--- config.mk ---
export PLATFORM = sky130hd
export DESIGN_NAME = aamc_top
export DESIGN_NICKNAME = d
export VERILOG_FILES = /design/src/rtl/aamc_pkg.sv /design/src/rtl/aamc_interval_timer.sv /design/src/rtl/aamc_channel.sv /design/src/rtl/aamc_top.sv
export VERILOG_INCLUDE_DIRS = /design/src /design/src/rtl
export SDC_FILE = /design/constraint.sdc
export NUM_CORES = 1
export LEC_CHECK = 0
export ABC_AREA = 1
export BUFFER_PORTS_ARGS = -buffer_cell sky130_fd_sc_hd__clkbuf_2
export CAP_MARGIN = 20
export CORE_AREA = 2 2 117 119
export CTS_CLUSTER_SIZE = 12
export DETAILED_ROUTE_END_ITERATION = 8
export DIE_AREA = 0 0 119 121
export GPL_TIMING_DRIVEN = 0
export PLACE_DENSITY_LB_ADDON = 0.2
export SLEW_MARGIN = 0
export SYNTH_ARGS = -nofsm -noshare
export SYNTH_HDL_FRONTEND = slang
export SYNTH_SLANG_ARGS = --single-unit
--- constraint.sdc ---
create_clock -name i_clk -period 2.7 [get_ports i_clk]
set_input_delay 0.135 -clock i_clk [delete_from_list [all_inputs] [get_ports i_clk]]
set_output_delay 0.135 -clock i_clk [all_outputs]
set_load 0.02 [all_outputs]
--- src/rtl/aamc_map.svh ---
`ifndef AAMC_MAP_SVH
`define AAMC_MAP_SVH

`define AAMC_ADDR_TEMP_RESULT 8'hd7
`define AAMC_ADDR_CONV_START  8'hd8
`define AAMC_ADDR_BATT_RESULT 8'hdf
`define AAMC_ADDR_EXT_RESULT  8'hef
`define AAMC_ADDR_DELTA_CFG   8'hf3
`define AAMC_ADDR_STROBE_PER  8'hf9
`define AAMC_ADDR_BATT_THR    8'hfa

`define AAMC_RST_BYTE         8'h00

`define AAMC_GO_BATT_BIT      0
`define AAMC_GO_TEMP_BIT      1
`define AAMC_GO_EXT_BIT       2
`define AAMC_PLL_ACK_BIT      7
`define AAMC_EXT_DELTA_LSB    0
`define AAMC_TEMP_DELTA_LSB   3
`define AAMC_TEMP_PER_LSB     0
`define AAMC_CFG_USED_BITS    6

`define AAMC_DELTA_OFF        3'h0
`define AAMC_DELTA_EVERY      3'h7

`define AAMC_PER_CODE_8MIN    2'h1
`define AAMC_PER_CODE_2MIN    2'h2
`define AAMC_PER_CODE_1MIN    2'h3
`define AAMC_PER_8MIN         4'h8
`define AAMC_PER_2MIN         4'h2
`define AAMC_PER_1MIN         4'h1

`define AAMC_CLK_HZ           50000000
`define AAMC_MINUTE_S         60
`define AAMC_MINUTE_CYCLES    (64'(`AAMC_MINUTE_S) * 64'(`AAMC_CLK_HZ))
`endif

--- src/rtl/aamc_pkg.sv ---
package aamc_pkg;
`include "aamc_map.svh"

    typedef enum logic [1:0] {
        FULL_POWER_MODE,
        BATTERY_ACTIVE_MODE,
        SLEEP_MODE
    } aamc_mode_t;

    // answer from one converter
    typedef struct packed {
        logic       ack;
        logic       done;
        logic [7:0] data;
    } aamc_conv_in_t;

    typedef enum logic [1:0] {
        CH_IDLE,
        CH_WAIT_ACK,
        CH_CONVERT
    } aamc_ch_state_t;

    function automatic logic [3:0] aamc_period_minutes(input logic [1:0] code);
        logic [3:0] m;
        m = 4'h0;
        case (code)
            `AAMC_PER_CODE_8MIN: m = `AAMC_PER_8MIN;
            `AAMC_PER_CODE_2MIN: m = `AAMC_PER_2MIN;
            `AAMC_PER_CODE_1MIN: m = `AAMC_PER_1MIN;
            default:             m = 4'h0;
        endcase
        return m;
    endfunction
endpackage

--- src/rtl/aamc_interval_timer.sv ---
`timescale 1ns/1ps
`include "aamc_map.svh"
module aamc_interval_timer
    import aamc_pkg::*;
#(
    parameter logic [31:0] MINUTE_CYCLES = 32'(`AAMC_MINUTE_CYCLES)
) (
    input  wire logic       i_clk,
    input  wire logic       i_sys_rst,
    input  wire logic [1:0] i_period_sel,
    input  wire logic       i_run,
    output logic            o_strobe
);
    logic [31:0] pre;
    logic [3:0]  mins;
    logic [31:0] next_pre;
    logic [3:0]  next_mins;
    logic        next_strobe;
    logic [3:0]  target;

    always_comb begin
        target      = aamc_period_minutes(i_period_sel);
        next_pre    = pre;
        next_mins   = mins;
        next_strobe = 1'b0;
        if (!i_run || target == 4'h0) begin
            next_pre  = 32'h0;
            next_mins = 4'h0;
        end else if (pre >= MINUTE_CYCLES - 32'h1) begin
            next_pre = 32'h0;
            if (mins + 4'h1 >= target) begin
                next_mins   = 4'h0;
                next_strobe = 1'b1;
            end else begin
                next_mins = mins + 4'h1;
            end
        end else begin
            next_pre = pre + 32'h1;
        end
    end

    always_ff @(posedge i_clk) begin
        if (i_sys_rst) begin
            pre      <= 32'h0;
            mins     <= 4'h0;
            o_strobe <= 1'b0;
        end else begin
            pre      <= next_pre;
            mins     <= next_mins;
            o_strobe <= next_strobe;
        end
    end
endmodule

--- src/rtl/aamc_channel.sv ---
`timescale 1ns/1ps
`include "aamc_map.svh"
module aamc_channel
    import aamc_pkg::*;
#(
    parameter bit IS_DELTA = 1'b1
) (
    input  wire logic          i_clk,
    input  wire logic          i_sys_rst,
    input  wire logic          i_sw_go,
    input  wire logic          i_allow_sw,
    input  wire logic          i_bg_go,
    input  wire logic          i_allow_bg,
    input  wire logic [2:0]    i_delta_sel,
    input  wire logic [7:0]    i_threshold,
    input  wire aamc_conv_in_t i_conv,
    output logic               o_req,
    output logic               o_accept,
    output logic               o_irq,
    output logic [7:0]         o_result
);
    aamc_ch_state_t st;
    aamc_ch_state_t next_st;
    logic           single;
    logic           next_single;
    logic           bg_pend;
    logic           next_bg_pend;
    logic [7:0]     ref_val;
    logic [7:0]     next_ref_val;
    logic [7:0]     next_result;
    logic           next_irq;

    // background or threshold condition on a finished conversion
    function automatic logic hit_cond(input logic [7:0] v, input logic [7:0] r,
                                      input logic [2:0] sel, input logic [7:0] thr);
        logic [7:0] diff;
        logic       hit;
        diff = (v > r) ? (v - r) : (r - v);
        hit  = 1'b0;
        if (!IS_DELTA) begin
            hit = (v < thr);
        end else if (sel == `AAMC_DELTA_OFF) begin
            hit = 1'b0;
        end else if (sel == `AAMC_DELTA_EVERY) begin
            hit = 1'b1;
        end else begin
            hit = (diff > {5'h0, sel});
        end
        return hit;
    endfunction

    always_comb begin
        next_st      = st;
        next_single  = single;
        next_bg_pend = bg_pend;
        next_ref_val = ref_val;
        next_result  = o_result;
        next_irq     = 1'b0;
        o_accept     = 1'b0;
        o_req        = (st == CH_WAIT_ACK);
        if (!i_allow_bg) begin
            next_bg_pend = 1'b0;
        end
        case (st)
            CH_IDLE: begin
                if (i_sw_go && i_allow_sw) begin
                    next_single = 1'b1;
                    next_st     = CH_WAIT_ACK;
                end else if (bg_pend && i_allow_bg) begin
                    next_single  = 1'b0;
                    next_bg_pend = 1'b0;
                    next_st      = CH_WAIT_ACK;
                end
            end
            CH_WAIT_ACK: begin
                if (i_conv.ack) begin
                    o_accept = single;
                    next_st  = CH_CONVERT;
                end
            end
            CH_CONVERT: begin
                if (i_conv.done) begin
                    next_st = CH_IDLE;
                    if (single || hit_cond(i_conv.data, ref_val, i_delta_sel, i_threshold)) begin
                        next_irq     = 1'b1;
                        next_result  = i_conv.data;
                        next_ref_val = i_conv.data;
                    end
                end
            end
            default: next_st = CH_IDLE;
        endcase
        // a strobe during a conversion waits for the next idle slot
        if (i_bg_go && i_allow_bg) begin
            next_bg_pend = 1'b1;
        end
    end

    always_ff @(posedge i_clk) begin
        if (i_sys_rst) begin
            st       <= CH_IDLE;
            single   <= 1'b0;
            bg_pend  <= 1'b0;
            ref_val  <= `AAMC_RST_BYTE;
            o_result <= `AAMC_RST_BYTE;
            o_irq    <= 1'b0;
        end else begin
            st       <= next_st;
            single   <= next_single;
            bg_pend  <= next_bg_pend;
            ref_val  <= next_ref_val;
            o_result <= next_result;
            o_irq    <= next_irq;
        end
    end
endmodule

--- src/rtl/aamc_top.sv ---
`timescale 1ns/1ps
`include "aamc_map.svh"
module aamc_top
    import aamc_pkg::*;
#(
    parameter logic [31:0] MINUTE_CYCLES = 32'(`AAMC_MINUTE_CYCLES)
) (
    input  wire logic                i_clk,
    input  wire logic                i_sys_rst,
    input  wire logic [7:0]          i_sfr_addr,
    input  wire logic                i_sfr_wr,
    input  wire logic [7:0]          i_sfr_wdata,
    output logic [7:0]               o_sfr_rdata,
    input  wire aamc_mode_t          i_power_mode,
    input  wire logic                i_pll_fault_set,
    output logic                     o_pll_lock_fault,
    input  wire aamc_conv_in_t [2:0] i_conv,
    output logic [2:0]               o_conv_req,
    output logic [2:0]               o_conv_irq
);
    logic [2:0]                      start_bits;
    logic [2:0]                      next_start_bits;
    logic                            next_pll_fault;
    logic [`AAMC_CFG_USED_BITS-1:0]  delta_cfg;
    logic [`AAMC_CFG_USED_BITS-1:0]  next_delta_cfg;
    logic [`AAMC_CFG_USED_BITS-1:0]  strobe_per;
    logic [`AAMC_CFG_USED_BITS-1:0]  next_strobe_per;
    logic [7:0]                      batt_thr;
    logic [7:0]                      next_batt_thr;
    logic [7:0]                      next_rdata;
    logic [2:0]                      accept;
    logic [2:0]                      bg_go;
    logic [2:0][2:0]                 delta_sel;
    logic [2:0][7:0]                 result;
    logic                            allow_sw;
    logic                            allow_bg;
    logic                            temp_strobe;
    logic                            wr_start;

    function automatic logic wr_hit(input logic [7:0] a, input logic [7:0] target, input logic w);
        return w && (a == target);
    endfunction

    assign allow_sw = (i_power_mode != SLEEP_MODE);
    assign allow_bg = (i_power_mode != BATTERY_ACTIVE_MODE);
    assign wr_start = wr_hit(i_sfr_addr, `AAMC_ADDR_CONV_START, i_sfr_wr);

    // configuration and start registers
    always_comb begin
        next_delta_cfg  = delta_cfg;
        next_strobe_per = strobe_per;
        next_batt_thr   = batt_thr;
        next_pll_fault  = o_pll_lock_fault;
        next_start_bits = start_bits & ~accept;
        if (wr_start) begin
            next_start_bits = next_start_bits | i_sfr_wdata[`AAMC_GO_EXT_BIT:`AAMC_GO_BATT_BIT];
            if (i_sfr_wdata[`AAMC_PLL_ACK_BIT]) begin
                next_pll_fault = 1'b0;
            end
        end
        if (i_pll_fault_set) begin
            next_pll_fault = 1'b1;
        end
        if (wr_hit(i_sfr_addr, `AAMC_ADDR_DELTA_CFG, i_sfr_wr)) begin
            next_delta_cfg = i_sfr_wdata[`AAMC_CFG_USED_BITS-1:0];
        end
        if (wr_hit(i_sfr_addr, `AAMC_ADDR_STROBE_PER, i_sfr_wr)) begin
            next_strobe_per = i_sfr_wdata[`AAMC_CFG_USED_BITS-1:0];
        end
        if (wr_hit(i_sfr_addr, `AAMC_ADDR_BATT_THR, i_sfr_wr)) begin
            next_batt_thr = i_sfr_wdata;
        end
    end

    // read data, one cycle after the address
    always_comb begin
        case (i_sfr_addr)
            `AAMC_ADDR_TEMP_RESULT: next_rdata = result[`AAMC_GO_TEMP_BIT];
            `AAMC_ADDR_BATT_RESULT: next_rdata = result[`AAMC_GO_BATT_BIT];
            `AAMC_ADDR_EXT_RESULT:  next_rdata = result[`AAMC_GO_EXT_BIT];
            `AAMC_ADDR_CONV_START:  next_rdata = {5'h0, start_bits};
            `AAMC_ADDR_DELTA_CFG:   next_rdata = {2'h0, delta_cfg};
            `AAMC_ADDR_STROBE_PER:  next_rdata = {2'h0, strobe_per};
            `AAMC_ADDR_BATT_THR:    next_rdata = batt_thr;
            default:                next_rdata = 8'h00;
        endcase
    end

    always_ff @(posedge i_clk) begin
        if (i_sys_rst) begin
            start_bits       <= 3'h0;
            o_pll_lock_fault <= 1'b0;
            delta_cfg        <= '0;
            strobe_per       <= '0;
            batt_thr         <= `AAMC_RST_BYTE;
            o_sfr_rdata      <= 8'h00;
        end else begin
            start_bits       <= next_start_bits;
            o_pll_lock_fault <= next_pll_fault;
            delta_cfg        <= next_delta_cfg;
            strobe_per       <= next_strobe_per;
            batt_thr         <= next_batt_thr;
            o_sfr_rdata      <= next_rdata;
        end
    end

    aamc_interval_timer #(
        .MINUTE_CYCLES (MINUTE_CYCLES)
    ) u_temp_timer (
        .i_clk        (i_clk),
        .i_sys_rst    (i_sys_rst),
        .i_period_sel (strobe_per[`AAMC_TEMP_PER_LSB+1:`AAMC_TEMP_PER_LSB]),
        .i_run        (allow_bg),
        .o_strobe     (temp_strobe)
    );

    assign bg_go = {1'b0, temp_strobe, 1'b0};
    assign delta_sel[`AAMC_GO_BATT_BIT] = `AAMC_DELTA_OFF;
    assign delta_sel[`AAMC_GO_TEMP_BIT] = delta_cfg[`AAMC_TEMP_DELTA_LSB+2:`AAMC_TEMP_DELTA_LSB];
    assign delta_sel[`AAMC_GO_EXT_BIT]  = delta_cfg[`AAMC_EXT_DELTA_LSB+2:`AAMC_EXT_DELTA_LSB];

    // channel index equals its start bit position
    for (genvar g = 0; g < 3; g++) begin : g_ch
        aamc_channel #(
            .IS_DELTA (g != `AAMC_GO_BATT_BIT)
        ) u_ch (
            .i_clk       (i_clk),
            .i_sys_rst   (i_sys_rst),
            .i_sw_go     (start_bits[g]),
            .i_allow_sw  (allow_sw),
            .i_bg_go     (bg_go[g]),
            .i_allow_bg  (allow_bg),
            .i_delta_sel (delta_sel[g]),
            .i_threshold (batt_thr),
            .i_conv      (i_conv[g]),
            .o_req       (o_conv_req[g]),
            .o_accept    (accept[g]),
            .o_irq       (o_conv_irq[g]),
            .o_result    (result[g])
        );
    end
endmodule

# ---- After elaboration in Yosys (flattened, before gate mapping)
# Cells that the tools add are included.
dict set report totals {
  ff_bits 108
  latch_bits 0
  ramBits 0
  romBits 0
  inputBits 52
  out_inout_bits 15
  wordCells 182
  mem_count 0
}
dict set report op_classes {
  n_addsub 6
  multipliers 0
  div_mod_pow 0
  magnitude_cmp 7
  eq_ne 29
  shift 0
  n_mux 63
  n_bitwise 10
  reduce_logical 43
}
# op count
set ops {}
lappend ops {{== test 8 bit, second input constant} 7}
lappend ops {{one-hot mux 8 bit (7 select lines)} 1}
lappend ops {{2-to-1 mux 1 bit} 42}
lappend ops {{adder 32 x 1 -> 32 bit, second input constant} 1}
lappend ops {{>= comparator 32 bit, second input constant} 1}
lappend ops {{subtractor 8 bit} 4}
lappend ops {{2-to-1 mux 2 bit} 12}
lappend ops {{one-hot mux 2 bit (3 select lines)} 3}
lappend ops {{AND reduction 3 bit} 6}
lappend ops {{> comparator 8 x 3 -> 1 bit} 2}
lappend ops {{> comparator 8 bit} 2}
lappend ops {{2-to-1 mux 8 bit} 2}
lappend ops {{OR reduction 3 bit} 5}
lappend ops {{!= test 2 bit, second input constant} 7}
lappend ops {{one-hot mux 4 bit (3 select lines)} 1}
lappend ops {{logical AND 1 bit} 11}
lappend ops {{== test 2 bit, second input constant} 5}
lappend ops {{nonzero test 2 bit} 5}
lappend ops {{!= test 3 x 1 -> 1 bit, second input constant} 3}
lappend ops {{== test 2 x 1 -> 1 bit, second input constant} 4}
lappend ops {{less-than comparator 8 bit} 1}
lappend ops {{AND reduction 2 bit} 4}
lappend ops {{inverter 1 bit} 7}
lappend ops {{== test 3 bit, second input constant} 2}
lappend ops {{other kinds (14)} 20}

# ---- Longest topological paths before layout
# Gate-level depths: netlist of run 1.
dict set report logic_depth {
  word_depth 9
  ltp_mapped 24
  ltp_nobuf 22
}

# ---- Modules after synthesis
# From an unflattened synthesis of run 1, not the netlist that was laid out.
dict set report hier_totals {
  cells_unflattened 1194
  hier_area_um2 7607.3
}
# mod instances cells_per_inst area_per_inst_um2
set modules_own_cells {}
lappend modules_own_cells {aamc_interval_timer 1 342 2193.4}
lappend modules_own_cells {aamc_top 1 242 1667.8}
lappend modules_own_cells {{aamc_channel at g_ch[1].u_ch} 1 247 1490.2}
lappend modules_own_cells {{aamc_channel at g_ch[2].u_ch} 1 248 1481.4}
lappend modules_own_cells {{aamc_channel at g_ch[0].u_ch} 1 115 774.5}

# ---- Worst setup path before layout of run 1
# Ideal clock, no wire load.
dict set report synth_path {
  path_kind {register to register}
  from {register g_ch[1].u_ch.o_result[0] (netlist name)}
  to {register g_ch[1].u_ch.o_result[1]}
  setup_time_ps 115
  t_arrival_ps 2761
  t_required_ps 2585
  slack_ps -176
  path_stages_with_launch 20
  synth_period_minus_slack_ps 2876
  cell_sequence {dfxtp_1 > ha_1 > inv_1 > fa_1 > nand3_1 > nand2_1 > nand2_1 > nand2_1 > nand2_2 > mux2_2 > ha_1 > a21oi_1 > o21bai_1 > a32oi_1 > nand2_1 > nand2_2 > nand2_4 > buf_6 > a21oi_1 > nor2_1}
}
# item line
set synth_rtl {}
lappend synth_rtl {{to (signal assigned)} aamc_channel.sv:105} ;# o_result <= `AAMC_RST_BYTE;
lappend synth_rtl {{to (signal assigned)} aamc_channel.sv:112} ;# o_result <= next_result;
lappend synth_rtl {{to (decl)} aamc_channel.sv:20} ;# output logic [7:0] o_result

# ---- Worst setup path in the final report of run 1
dict set report layout_path {
  from {register g_ch[2].u_ch.ref_val[0]}
  to {register g_ch[2].u_ch.ref_val[2]}
}
dict set report layout_via {
  elab_chain_cells 9
  word_cells_on_any_way 11
  classes_between {add/sub (2); order compare (2); mux (5); reduce/logical (2)}
}
# item line
set layout_lines {}
lappend layout_lines {{from (decl)} aamc_channel.sv:28} ;# logic [7:0] ref_val;
lappend layout_lines {{from (signal assigned)} aamc_channel.sv:104} ;# ref_val <= `AAMC_RST_BYTE;
lappend layout_lines {{from (signal assigned)} aamc_channel.sv:111} ;# ref_val <= next_ref_val;
lappend layout_lines {{subtractor 8 bit or > comparator 8 bit (tied branches)} aamc_channel.sv:38} ;# diff = (v > r) ? (v - r) : (r - v);
lappend layout_lines {{2-to-1 mux 8 bit *} aamc_channel.sv:38}
lappend layout_lines {{> comparator 8 x 3 -> 1 bit *} aamc_channel.sv:47} ;# hit = (diff > {5'h0, sel});
lappend layout_lines {{2-to-1 mux 1 bit *} aamc_channel.sv:44} ;# end else if (sel == `AAMC_DELTA_EVERY) begin
lappend layout_lines {{2-to-1 mux 1 bit *} aamc_channel.sv:42} ;# end else if (sel == `AAMC_DELTA_OFF) begin
lappend layout_lines {{2-to-1 mux 1 bit *} aamc_channel.sv:82} ;# if (i_conv.done) begin
lappend layout_lines {{2-to-1 mux 1 bit *} aamc_channel.sv:64} ;# case (st)
lappend layout_lines {{logical OR 1 bit *} aamc_channel.sv:84} ;# if (single || hit_cond(i_conv.data, ref_val, i_delta_sel, i_threshold)) begin
lappend layout_lines {{AND reduction 3 bit (no source line) *} -}
# Mark *: on every way between the ends. The rest lies on a longest branch, timed or not. The select of a mux whose other input is x is not followed.
# A chain may end at the register's enable or synchronous reset.

==> results of run 1 <==
[registers in the layout, indices dropped and copies added (netlist names)]
| name | cells |
|---|---|
| u_temp_timer.pre | 32 |
| g_ch.u_ch.o_result | 16 |
| batt_thr | 8 |
| g_ch.u_ch.ref_val | 8 |
| o_sfr_rdata | 8 |
| delta_cfg | 6 |
| g_ch.u_ch.st | 6 |
| strobe_per | 6 |
| u_temp_timer.mins | 4 |
| g_ch.u_ch.bg_pend | 3 |
| g_ch.u_ch.o_irq | 3 |
| g_ch.u_ch.single | 3 |
| start_bits | 3 |
| o_pll_lock_fault | 1 |
| u_temp_timer.o_strobe | 1 |
[kinds of logic after synthesis]
group	synth area share, %
simple gates	32.7
buf+inv	11.9
compound gates	12.5
flops	30.8
fa+ha+maj	9.71
xor+xnor	1.62
mux	0.607
[power groups by stage]
stage | sequential [mW] | clock, mW | combinational [mW]
3_3_place_gp | 1.63 | 0 | 0.326
2_1_floorplan | 1.63 | 0 | 0.220
4_1_cts | 1.59 | 1.45 | 0.360
5_1_grt | 1.59 | 1.51 | 0.432
6_report | 1.59 | 1.43 | 0.388
3_5_place_dp | 1.63 | 0 | 0.332
[placed cells by master (no fill, tap or decap), types with 20 or more instances in the layout]
cell type,synthesis,final
buf_4,7,20
nand3_1,95,81
nor2_1,86,85
a21oi_1,93,76
inv_1,173,166
o21ai_0,35,35
nand2_1,238,233
clkbuf_2,0,65
dfxtp_1,108,98
nor3_1,20,20
ha_1,48,35
[per-stage QoR]
step	instance area [um2]	util, %	hold WS (ns)	cells
2_1_floorplan	7100	-	0.252	1041
3_3_place_gp	7650	58.5	0.353	1282
3_5_place_dp	7650	58.5	0.351	1282
4_1_cts	8270	63.2	0.0402	1312
5_1_grt	8420	64.3	0.0589	1317
6_report	8420	64.3	0.0418	1317
[worst reg2reg max path, delay by kind of cell, from the launching register on]
kind / cells / cell delay [ns]
xor+xnor: 1 / 0.18
compound gates: 1 / 0.22
flops: 1 / 0.36
simple gates: 12 / 1.03
buf+inv: 3 / 0.29
mux: 1 / 0.25
fa+ha+maj: 3 / 0.81
[path summary, 6_finish.rpt]
kind,startpoint,to,slack [ns]
setup / recovery,g_ch[2].u_ch.ref_val[0],g_ch[2].u_ch.ref_val[2],-0.49
hold reg to reg,u_temp_timer.o_strobe,g_ch[1].u_ch.bg_pend,0.43
setup reg to reg,g_ch[2].u_ch.ref_val[0],g_ch[2].u_ch.ref_val[2],-0.49
hold / removal,i_conv[29],g_ch[2].u_ch.st[1],0.04
[per-layer routing]
metal / GRT usage [%] / up-vias
met1: 34.3 / 3191
li1: - / 3560
met5: 0 / -
met3: 4.37 / 24
met2: 40.7 / 206
met4: 6.85 / 0
[area by class of cell]
| type | count | area (um2) |
|---|---|---|
| plain buffers | 28 | 183 |
| inverters | 175 | 664 |
| clock inverters | 4 | 73.8 |
| clock buffers | 11 | 243 |
| flip-flops and latches | 108 | 2190 |
| well taps | 176 | 220 |
| fillers | 1169 | 4670 |
| repair buffers | 85 | 510 |
| multi-input cells | 730 | 4330 |
[cells in the mapped netlist, types with 2 or more instances]
cell,number
clkbuf_1,7
a221oi_1,3
mux2i_1,2
fa_1,4
o311ai_0,3
xor2_1,11
nand3_1,95
inv_2,2
nor4_1,4
xnor2_1,2
a32oi_1,2
nor3b_1,7
nand2_1,238
nor2_4,3
nor2_1,86
or2_2,2
nand3_2,4
o21ai_0,35
nor3_1,20
a31oi_1,2
dfxtp_1,108
o21ai_1,2
a21oi_1,93
nor3b_2,2
o21bai_1,4
ha_1,48
mux2_2,2
a21oi_2,3
inv_1,173
nand2_2,10
buf_2,8
o22ai_1,8
nand2_4,3
nor2_2,4
buf_4,7
nand4_1,14
nor3_2,3
buf_6,5
[timing repair]
| item | 4_1_cts | 5_1_grt |
|---|---|---|
| hold endpoints to repair | 1 | 0 |
| resized for setup | 45 | 27 |
| buffers inserted | 12 | 4 |
| endpoints found under the setup margin | 18 | 18 |
| hold buffers | 1 | 0 |
| cloned | 2 | 0 |
| pin swaps | 29 | 25 |
==> impl_metrics.yaml, run 1 <==
outcome:
  status: "complete, but fails checks"
  violations: "setup timing"
timing:
  setup_slack_ns: -0.487
  worst_pin_slew_ns: 0.789
  relSlewSlack_pct: 47.2
  rsz0062_at_grt: "yes"
  fmax_ghz: 0.314
  finalHoldViolCount: 0
  drv_slew: 0
  final-setup-viol-count: 18
  finClkSkew_ns: 0.00619
  min_period_ns: 3.19
  fin_tns_setup_ns: -5.13
  finalCritPeriodShare_pct: 118
worst_setup_path:
  cp_num_cells: 21
  critical_path_buf_inv_count: 3
  cp_cell_sequence: "ha_4 -> inv_4 -> fa_2 -> nand3_2 -> nand2_2 -> nand2_1 -> nand2_1 -> nand2_2 -> mux2i_2 -> xor2_1 -> inv_1 -> ha_4 -> nand3_2 -> a32oi_1 -> nand2_1 -> nand2_2 -> nand2_4 -> buf_6 -> nand3_2 -> nand2_1 -> nor2_1"
  crit_fanout: 5
  cp.arrival_ns: 3.48
  setup.worst_path.end_class: "flop"
  crit_path_top_delay_cell: "fa_2"
  cp_top_family: "simple AND/OR/NAND/NOR gates"
  worstSetupStartpointType: "flop"
  critPathKind: "reg2reg"
  path_common_cell: "nand2_1"
  max_stage_delay_ns: 0.37
  r2r_cells: 21
  crit_required_ns: 2.99
placement:
  port_buffers: 65
  preCtsSetupSlack_ns: -0.352
  dp_hpwl_mm: 13.5
  gp_congestion: 0.871
layout:
  area_growth_pct: 20.1
  antenna_cells: 0
  layout-drive-gt1-share_pct: 20.2
  nets: 1241
synthesis:
  ys.flop_type: "dfxtp_1"
  synth_seq_cells: 108
  synth_top_area_cell: "dfxtp_1"
  ys_seq_area_share_pct: 30.8
  netlist.area_leader.share_pct: 30.8
  synthTopCellsByArea: "dfxtp_1 31%, nand2_1 13%, inv_1 9.3%, ha_1 8.6%, nand3_1 6.8%"
  synthCells: 1041
  syn-cell-area_um2: 7010
  synth_cell_type_count: 50
  syn_avg_cell_area_um2: 6.73
  async_flop_share_pct: 0
  synth_edf_count: 0
  synth_fp_nets: 1145
  yosys_warnings: 0
drt:
  initialDrtViolationCount: 511
  viasPerCell: 5.30
  wl_met2_mm: 8.20
  top_layer_used: "met4"
  route.detailed.drc: 0
  wl_met1_mm: 8.64
  wl_per_cell_um: 13.8
  num_vias: 6981
  wl_met3_mm: 1.05
  drt-total-wl_mm: 18.2
  ant_nets: 0
  firstDrtPassIters: 5
clocking:
  clk_path_buf_depth: 2
  cts_tree: "built"
  cts_max_level: 3
  path_clk_slew_ns: 0.07
  clock_latency_ns: 0.36
  cts_buffers: 9
  cts.sinks: 108
  cts-root-buf: "clkbuf_16"
grt:
  grt_start_max_net_pins: 17
  grt.total_usage_pct: 25.0
  grt_pass1_vias: 6215
  grt_pass1_wl_mm: 29.2
  gr-total-overflow: 0
  antenna_found_initial: 1
min_path:
  hold_depth: 3
  hold_path_class: "in2reg"
floorplanning:
  die-width_um: 119
  start_util_pct: 53.6
  die-area_um2: 14400
  io-pin-count: 67
  core-area_um2: 13100
  die_h_um: 121
  rows: 42
power:
  p_total_mw: 3.41
  p_leak_nw: 3.69
  netSwitchingPower_uw: 829
  pwr-share-clk_pct: 42.0
  powerDensity_nw_per_um2: 405
  switching_share_pct: 24.3
  vdd_drop_max_uv: 271
  pwr-share-seq_pct: 46.6
  p_comb_share_pct: 11.4
  p_int_mw: 2.58
run:
  maxCapViolCount: 0
Power figures use the tool's default switching activity.
==> inputs of run 2 (changes only) <==
- BUFFER_PORTS_ARGS: -buffer_cell sky130_fd_sc_hd__clkbuf_2 -> -buffer_cell sky130_fd_sc_hd__buf_2
==> run 2 against run 1 <==
  * The run still ends with setup timing left
  * Core utilization rose by 0.26 points
  * Largest power group unchanged
  * Register-to-register slack improved by 0.20 ns
  * Sequential share of layout area fell by 0.13 points
  * Largest cell class unchanged
  * Cell area rose by 0.40%
  * Critical endpoint is now g_ch[2].u_ch.ref_val[4]
==> impl_metrics.yaml, run 2 (synthesis results as in run 1) <==
timing:
  fin_tns_setup_ns: -4.13
  drv_slew: 0
  worst_pin_slew_ns: 0.836
  min_period_ns: 2.99
  rsz0062_at_grt: "yes"
  setup_slack_ns: -0.290
  fmax_ghz: 0.334
  finalCritPeriodShare_pct: 111
  finClkSkew_ns: 0.00672
  relSlewSlack_pct: 44.0
  final-setup-viol-count: 18
  finalHoldViolCount: 0
grt:
  gr-total-overflow: 0
  grt.total_usage_pct: 24.9
  grt_start_max_net_pins: 19
  grt_pass1_vias: 6081
  grt_pass1_wl_mm: 29.0
  antenna_found_initial: 3
placement:
  placedCellCount: 1282
  preCtsSetupSlack_ns: -0.363
  dp_hpwl_mm: 13.5
  place_area_um2: 7650
  port_buffers: 65
  gp_congestion: 0.866
drt:
  drt-total-wl_mm: 17.6
  initialDrtViolationCount: 357
  viasPerCell: 5.15
  route.detailed.drc: 0
  wl_per_cell_um: 13.2
  firstDrtPassIters: 6
  ant_nets: 0
  num_vias: 6850
min_path:
  hold_path_class: "in2reg"
clocking:
  cts_tree: "built"
  clk_path_buf_depth: 2
  clock_latency_ns: 0.36
  path_clk_slew_ns: 0.07
  cts_max_level: 3
  cts-root-buf: "clkbuf_16"
  cts_buffers: 9
  cts.sinks: 108
layout:
  layout-drive-gt1-share_pct: 21.3
  area_growth_pct: 20.5
  nets: 1251
  num-fill-cells: 1175
  layout_top_registers: "u_temp_timer.pre x32, g_ch.u_ch.o_result x16"
  layout_common_cells: "231 x nand2_1, 167 x inv_1, 98 x dfxtp_1"
  final_area_um2: 8450
  fin_cells: 1330
  multiInputGateArea_um2: 4330
  largest_reg_flops: 32
  fin_util_pct: 64.6
  seq_area_um2: 2180
  layout_commonest_cell: "nand2_1"
  largest-register: "u_temp_timer.pre"
power:
  p_leak_nw: 3.70
  powerDensity_nw_per_um2: 383
  vdd_drop_max_uv: 409
floorplanning:
  die-width_um: 119
  core-area_um2: 13100
  die_h_um: 121
  io-pin-count: 67
  rows: 42
  start_util_pct: 53.6
  die-area_um2: 14400
worst_setup_path:
  cp.arrival_ns: 3.25
  critical_path_buf_inv_count: 4
  max_stage_delay_ns: 0.36
  setup.worst_path.end_class: "flop"
  critPathKind: "reg2reg"
  path_common_cell: "nand2_1"
  cp_cell_sequence: "ha_4 -> inv_4 -> fa_2 -> nand3_2 -> nand2_2 -> nand2_1 -> nand2_1 -> nand2_2 -> mux2i_1 -> xor2_1 -> inv_1 -> ha_4 -> inv_2 -> o21bai_1 -> a32oi_1 -> nand2_1 -> nand2_2 -> nand2_4 -> buf_6 -> nand3_2 -> nand2_1 -> nor2_1"
  crit_path_top_delay_cell: "dfxtp_2"
  worstSetupStartpointType: "flop"
  crit_required_ns: 2.95
  cp_top_family: "simple AND/OR/NAND/NOR gates"
  crit_fanout: 5
outcome:
  status: "complete, but fails checks"
  violations: "setup timing"
run:
  maxCapViolCount: 0
## run 2: report_power, final
part / internal, mW / switching [mW]
Clock: 0.630 / 0.631
Sequential: 1.59 / 0.00104
Combinational: 0.163 / 0.224
## run 2: final cells by class
type                    instances  share of cell area [%]
diodes                          2                  0.0592
plain buffers                  28                    2.16
clock buffers                   9                    2.67
clock inverters                 7                   0.592
inverters                     175                    7.83
multi-input cells             730                    51.3
flip-flops and latches        108                    25.9
well taps                     176                    2.61
repair buffers                 95                    6.93
## run 2: path summary, 6_finish.rpt
kind | start | to | slack (ns) | cells past startpoint
worst max-delay path | g_ch[2].u_ch.ref_val[0] | g_ch[2].u_ch.ref_val[4] | -0.29 | 22
worst min-delay path | i_conv[29] | g_ch[2].u_ch.st[1] | 0.05 | 3
worst max register to register | g_ch[2].u_ch.ref_val[0] | g_ch[2].u_ch.ref_val[4] | -0.29 | 22
worst min register to register | u_temp_timer.o_strobe | g_ch[1].u_ch.bg_pend | 0.44 | 2
## run 2: per-stage QoR
stage	hold WS [ns]	power [mW]
2_1_floorplan	0.252	1.85
3_3_place_gp	0.356	1.96
3_5_place_dp	0.356	1.96
4_1_cts	0.0387	3.24
5_1_grt	0.0622	3.38
6_report	0.0468	3.24
## run 2: routing by layer
layer,global-route usage (%),part of all wire (%),vias to the layer above
met3,5.36,5.6,20
met4,6.47,1.5,4
met2,40.1,45,146
li1,-,-,3574
met5,0,0.17,-
met1,34.1,48,3106
## run 2: worst reg2reg max path, cell delays in order, from the launching register on
cell	delay, ns
dfxtp_2	0.36
ha_4	0.14
inv_4	0.04
fa_2	0.37
nand3_2	0.09
nand2_2	0.05
nand2_1	0.05
nand2_1	0.06
nand2_2	0.10
mux2i_1	0.23
xor2_1	0.19
inv_1	0.10
ha_4	0.28
inv_2	0.03
o21bai_1	0.14
a32oi_1	0.08
nand2_1	0.10
nand2_2	0.06
nand2_4	0.11
buf_6	0.14
nand3_2	0.05
nand2_1	0.09
nor2_1	0.04
## run 2: repair_timing
| item | CTS | global route |
|---|---|---|
| cloned | 2 | 0 |
| pin swaps | 30 | 32 |
| resized for setup | 41 | 29 |
| hold buffers | 1 | 0 |
| buffers inserted | 21 | 5 |
| endpoints found under the hold margin | 1 | 0 |
| endpoints found under the setup margin | 18 | 18 |
==> inputs of run 3 (changes only) <==
==> constraint.sdc (replaced) <==
create_clock -name i_clk -period 2.7 [get_ports i_clk]
set_input_delay 0.54 -clock i_clk [delete_from_list [all_inputs] [get_ports i_clk]]
set_output_delay 0.54 -clock i_clk [all_outputs]
set_load 0.02 [all_outputs]
==> run 3 against run 2 <==
  * The flow still finishes with violations (setup timing)
  * Fmax decreased by 4.2%
  * Non-clock buffer count decreased by 1
  * Cell area increased by 1.5%
  * First-iteration DRC count increased by 42%
  * Register-to-register slack got worse by 0.13 ns
  * Worst setup slack got worse by 0.13 ns
  * Wire length increased by 5.7%
  * Clock skew increased by 0.0019 ns
  * Core utilization increased by 0.99 points
  * Critical path type unchanged
  * Largest cell class unchanged
  * Largest power group unchanged
  * Highest routed layer is now met4
==> impl_metrics.yaml, run 3 (synthesis results as in run 1) <==
power:
  powerDensity_nw_per_um2: 401
  p_leak_nw: 3.76
  vdd_drop_max_uv: 443
timing:
  relSlewSlack_pct: 33.2
  finalHoldViolCount: 0
  finalCritPeriodShare_pct: 116
  fmax_ghz: 0.320
  setup_slack_ns: -0.422
  final-setup-viol-count: 18
  drv_slew: 0
  min_period_ns: 3.12
  finClkSkew_ns: 0.00864
  rsz0062_at_grt: "yes"
  worst_pin_slew_ns: 0.999
layout:
  area_growth_pct: 22.4
  layout_common_cells: "229 x nand2_1, 164 x inv_1, 98 x dfxtp_1"
  layout_commonest_cell: "nand2_1"
  num-fill-cells: 1184
  layout-drive-gt1-share_pct: 22.0
  seq_area_um2: 2180
  multiInputGateArea_um2: 4370
  layout_top_registers: "u_temp_timer.pre x32, g_ch.u_ch.o_result x16"
  fin_cells: 1325
  nets: 1250
  antenna_cells: 0
  largest_reg_flops: 32
  largest-register: "u_temp_timer.pre"
  final_area_um2: 8580
placement:
  placedCellCount: 1282
  port_buffers: 65
  place_area_um2: 7690
  dp_hpwl_mm: 13.8
  preCtsSetupSlack_ns: -0.805
  gp_congestion: 0.920
clocking:
  cts_buffers: 9
  cts_max_level: 3
  cts_hold_buf: 0
  cts.sinks: 108
  clock_latency_ns: 0.36
  cts-root-buf: "clkbuf_16"
  clk_path_buf_depth: 2
  cts_tree: "built"
  path_clk_slew_ns: 0.07
worst_setup_path:
  crit_required_ns: 2.95
  path_common_cell: "nand2_2"
  cp.arrival_ns: 3.37
  r2r-start: "g_ch[2].u_ch.ref_val[0]"
  cp_top_family: "simple AND/OR/NAND/NOR gates"
  max_stage_delay_ns: 0.39
  critical_path_buf_inv_count: 4
  setup.worst_path.end_class: "flop"
  cp_cell_sequence: "ha_4 -> inv_4 -> fa_2 -> nand3_2 -> nand2_2 -> nand2_1 -> nand2_1 -> nand2_2 -> mux2i_1 -> xor2_1 -> inv_1 -> ha_4 -> inv_2 -> o21bai_1 -> a32oi_1 -> nand2_1 -> nand2_2 -> nand2_4 -> buf_6 -> nand3_2 -> nand2_2 -> nor2_1"
  crit_path_top_delay_cell: "fa_2"
  crit_path_start: "g_ch[2].u_ch.ref_val[0]"
  crit_fanout: 6
  worstSetupStartpointType: "flop"
  critPathKind: "reg2reg"
drt:
  initialDrtViolationCount: 506
  drt-total-wl_mm: 18.6
  viasPerCell: 5.29
  num_vias: 7009
  wl_per_cell_um: 14.0
  route.detailed.drc: 0
  ant_nets: 0
  firstDrtPassIters: 6
floorplanning:
  rows: 42
  die_h_um: 121
  die-area_um2: 14400
  core-area_um2: 13100
  die-width_um: 119
  io-pin-count: 67
  start_util_pct: 53.6
grt:
  grt_start_max_net_pins: 17
  grt_pass1_vias: 6496
  antenna_found_initial: 0
  grt.total_usage_pct: 25.9
  grtUsageMet2_pct: 43.1
  grt_use_met1_pct: 34.4
  grt_pass1_wl_mm: 30.3
  busiest_layer: "met2"
  gr-total-overflow: 0
  met3_usage_pct: 4.37
min_path:
  hold_path.startpoint: "i_pll_fault_set"
  hold_path_class: "in2reg"
outcome:
  violations: "setup timing"
  status: "complete, but fails checks"
run:
  maxCapViolCount: 0
run 3: cell types whose count changed in the layout (fill, tap and decap cells not counted), moves of 3 or more:
cell / delta
inv_1: -3
clkinvlp_4: -3
nand3_1: -3
nand3_2: +3
buf_2: -3
run 3: what timing repair did:
item,in CTS,in global routing
endpoints found under the hold margin,0,0
cloned,2,0
endpoints found under the setup margin,18,18
pin swaps,29,22
setup buffers,21,5
resized for setup,50,30
run 3: final timing paths:
path	end	slack, ns	depth (start not counted)
setup reg to reg	g_ch[2].u_ch.ref_val[0]	-0.42	22
hold / removal	o_pll_lock_fault	0.39	3
hold reg to reg	g_ch[1].u_ch.bg_pend	0.45	2
setup / recovery	g_ch[2].u_ch.ref_val[0]	-0.42	22
run 3: layout make-up:
| cell class | instances | share of cell area (%) |
|---|---|---|
| flip-flops and latches | 108 | 25.5 |
| multi-input cells | 730 | 50.9 |
| inverters | 175 | 8.01 |
| clock buffers | 11 | 2.95 |
| clock inverters | 3 | 0.802 |
| well taps | 176 | 2.57 |
| repair buffers | 94 | 7.16 |
| plain buffers | 28 | 2.17 |
run 3: worst reg2reg max path, cell delays in order, from the launching register on:
cell and delay [ns]:
dfxtp_2 0.36, ha_4 0.14, inv_4 0.04, fa_2 0.39, nand3_2 0.09, nand2_2 0.06, nand2_1 0.05, nand2_1 0.07
nand2_2 0.10, mux2i_1 0.22, xor2_1 0.20, inv_1 0.10, ha_4 0.28, inv_2 0.03, o21bai_1 0.15, a32oi_1 0.09
nand2_1 0.09, nand2_2 0.07, nand2_4 0.15, buf_6 0.14, nand3_2 0.06, nand2_2 0.10, nor2_1 0.04
run 3: per-stage QoR:
| step | util (%) | total power [mW] | TNS [ns] | hold slack (ns) |
|---|---|---|---|---|
| 6_report | 65.6 | 3.44 | -5.35 | 0.392 |
| 5_1_grt | 65.6 | 3.57 | -7.99 | 0.411 |
| 4_1_cts | 64.4 | 3.44 | -3.47 | 0.389 |
| 3_5_place_dp | 58.8 | 1.97 | -13.81 | 0.444 |
| 3_3_place_gp | 58.8 | 1.96 | -13.22 | 0.430 |
| 2_1_floorplan | - | 1.86 | -5.49 | 0.413 |
run 3: layer usage:
| layer | wire (um) | share of wire (%) |
|---|---|---|
| met4 | 417 | 2.2 |
| met5 | 0 | 0 |
| met1 | 8490 | 46 |
| met3 | 1000 | 5.4 |
| met2 | 8660 | 47 |
run 3: where the power goes:
part,internal (mW),switching [mW]
clock,0.857,0.592
sequential,1.59,0.00106
combinational,0.166,0.233
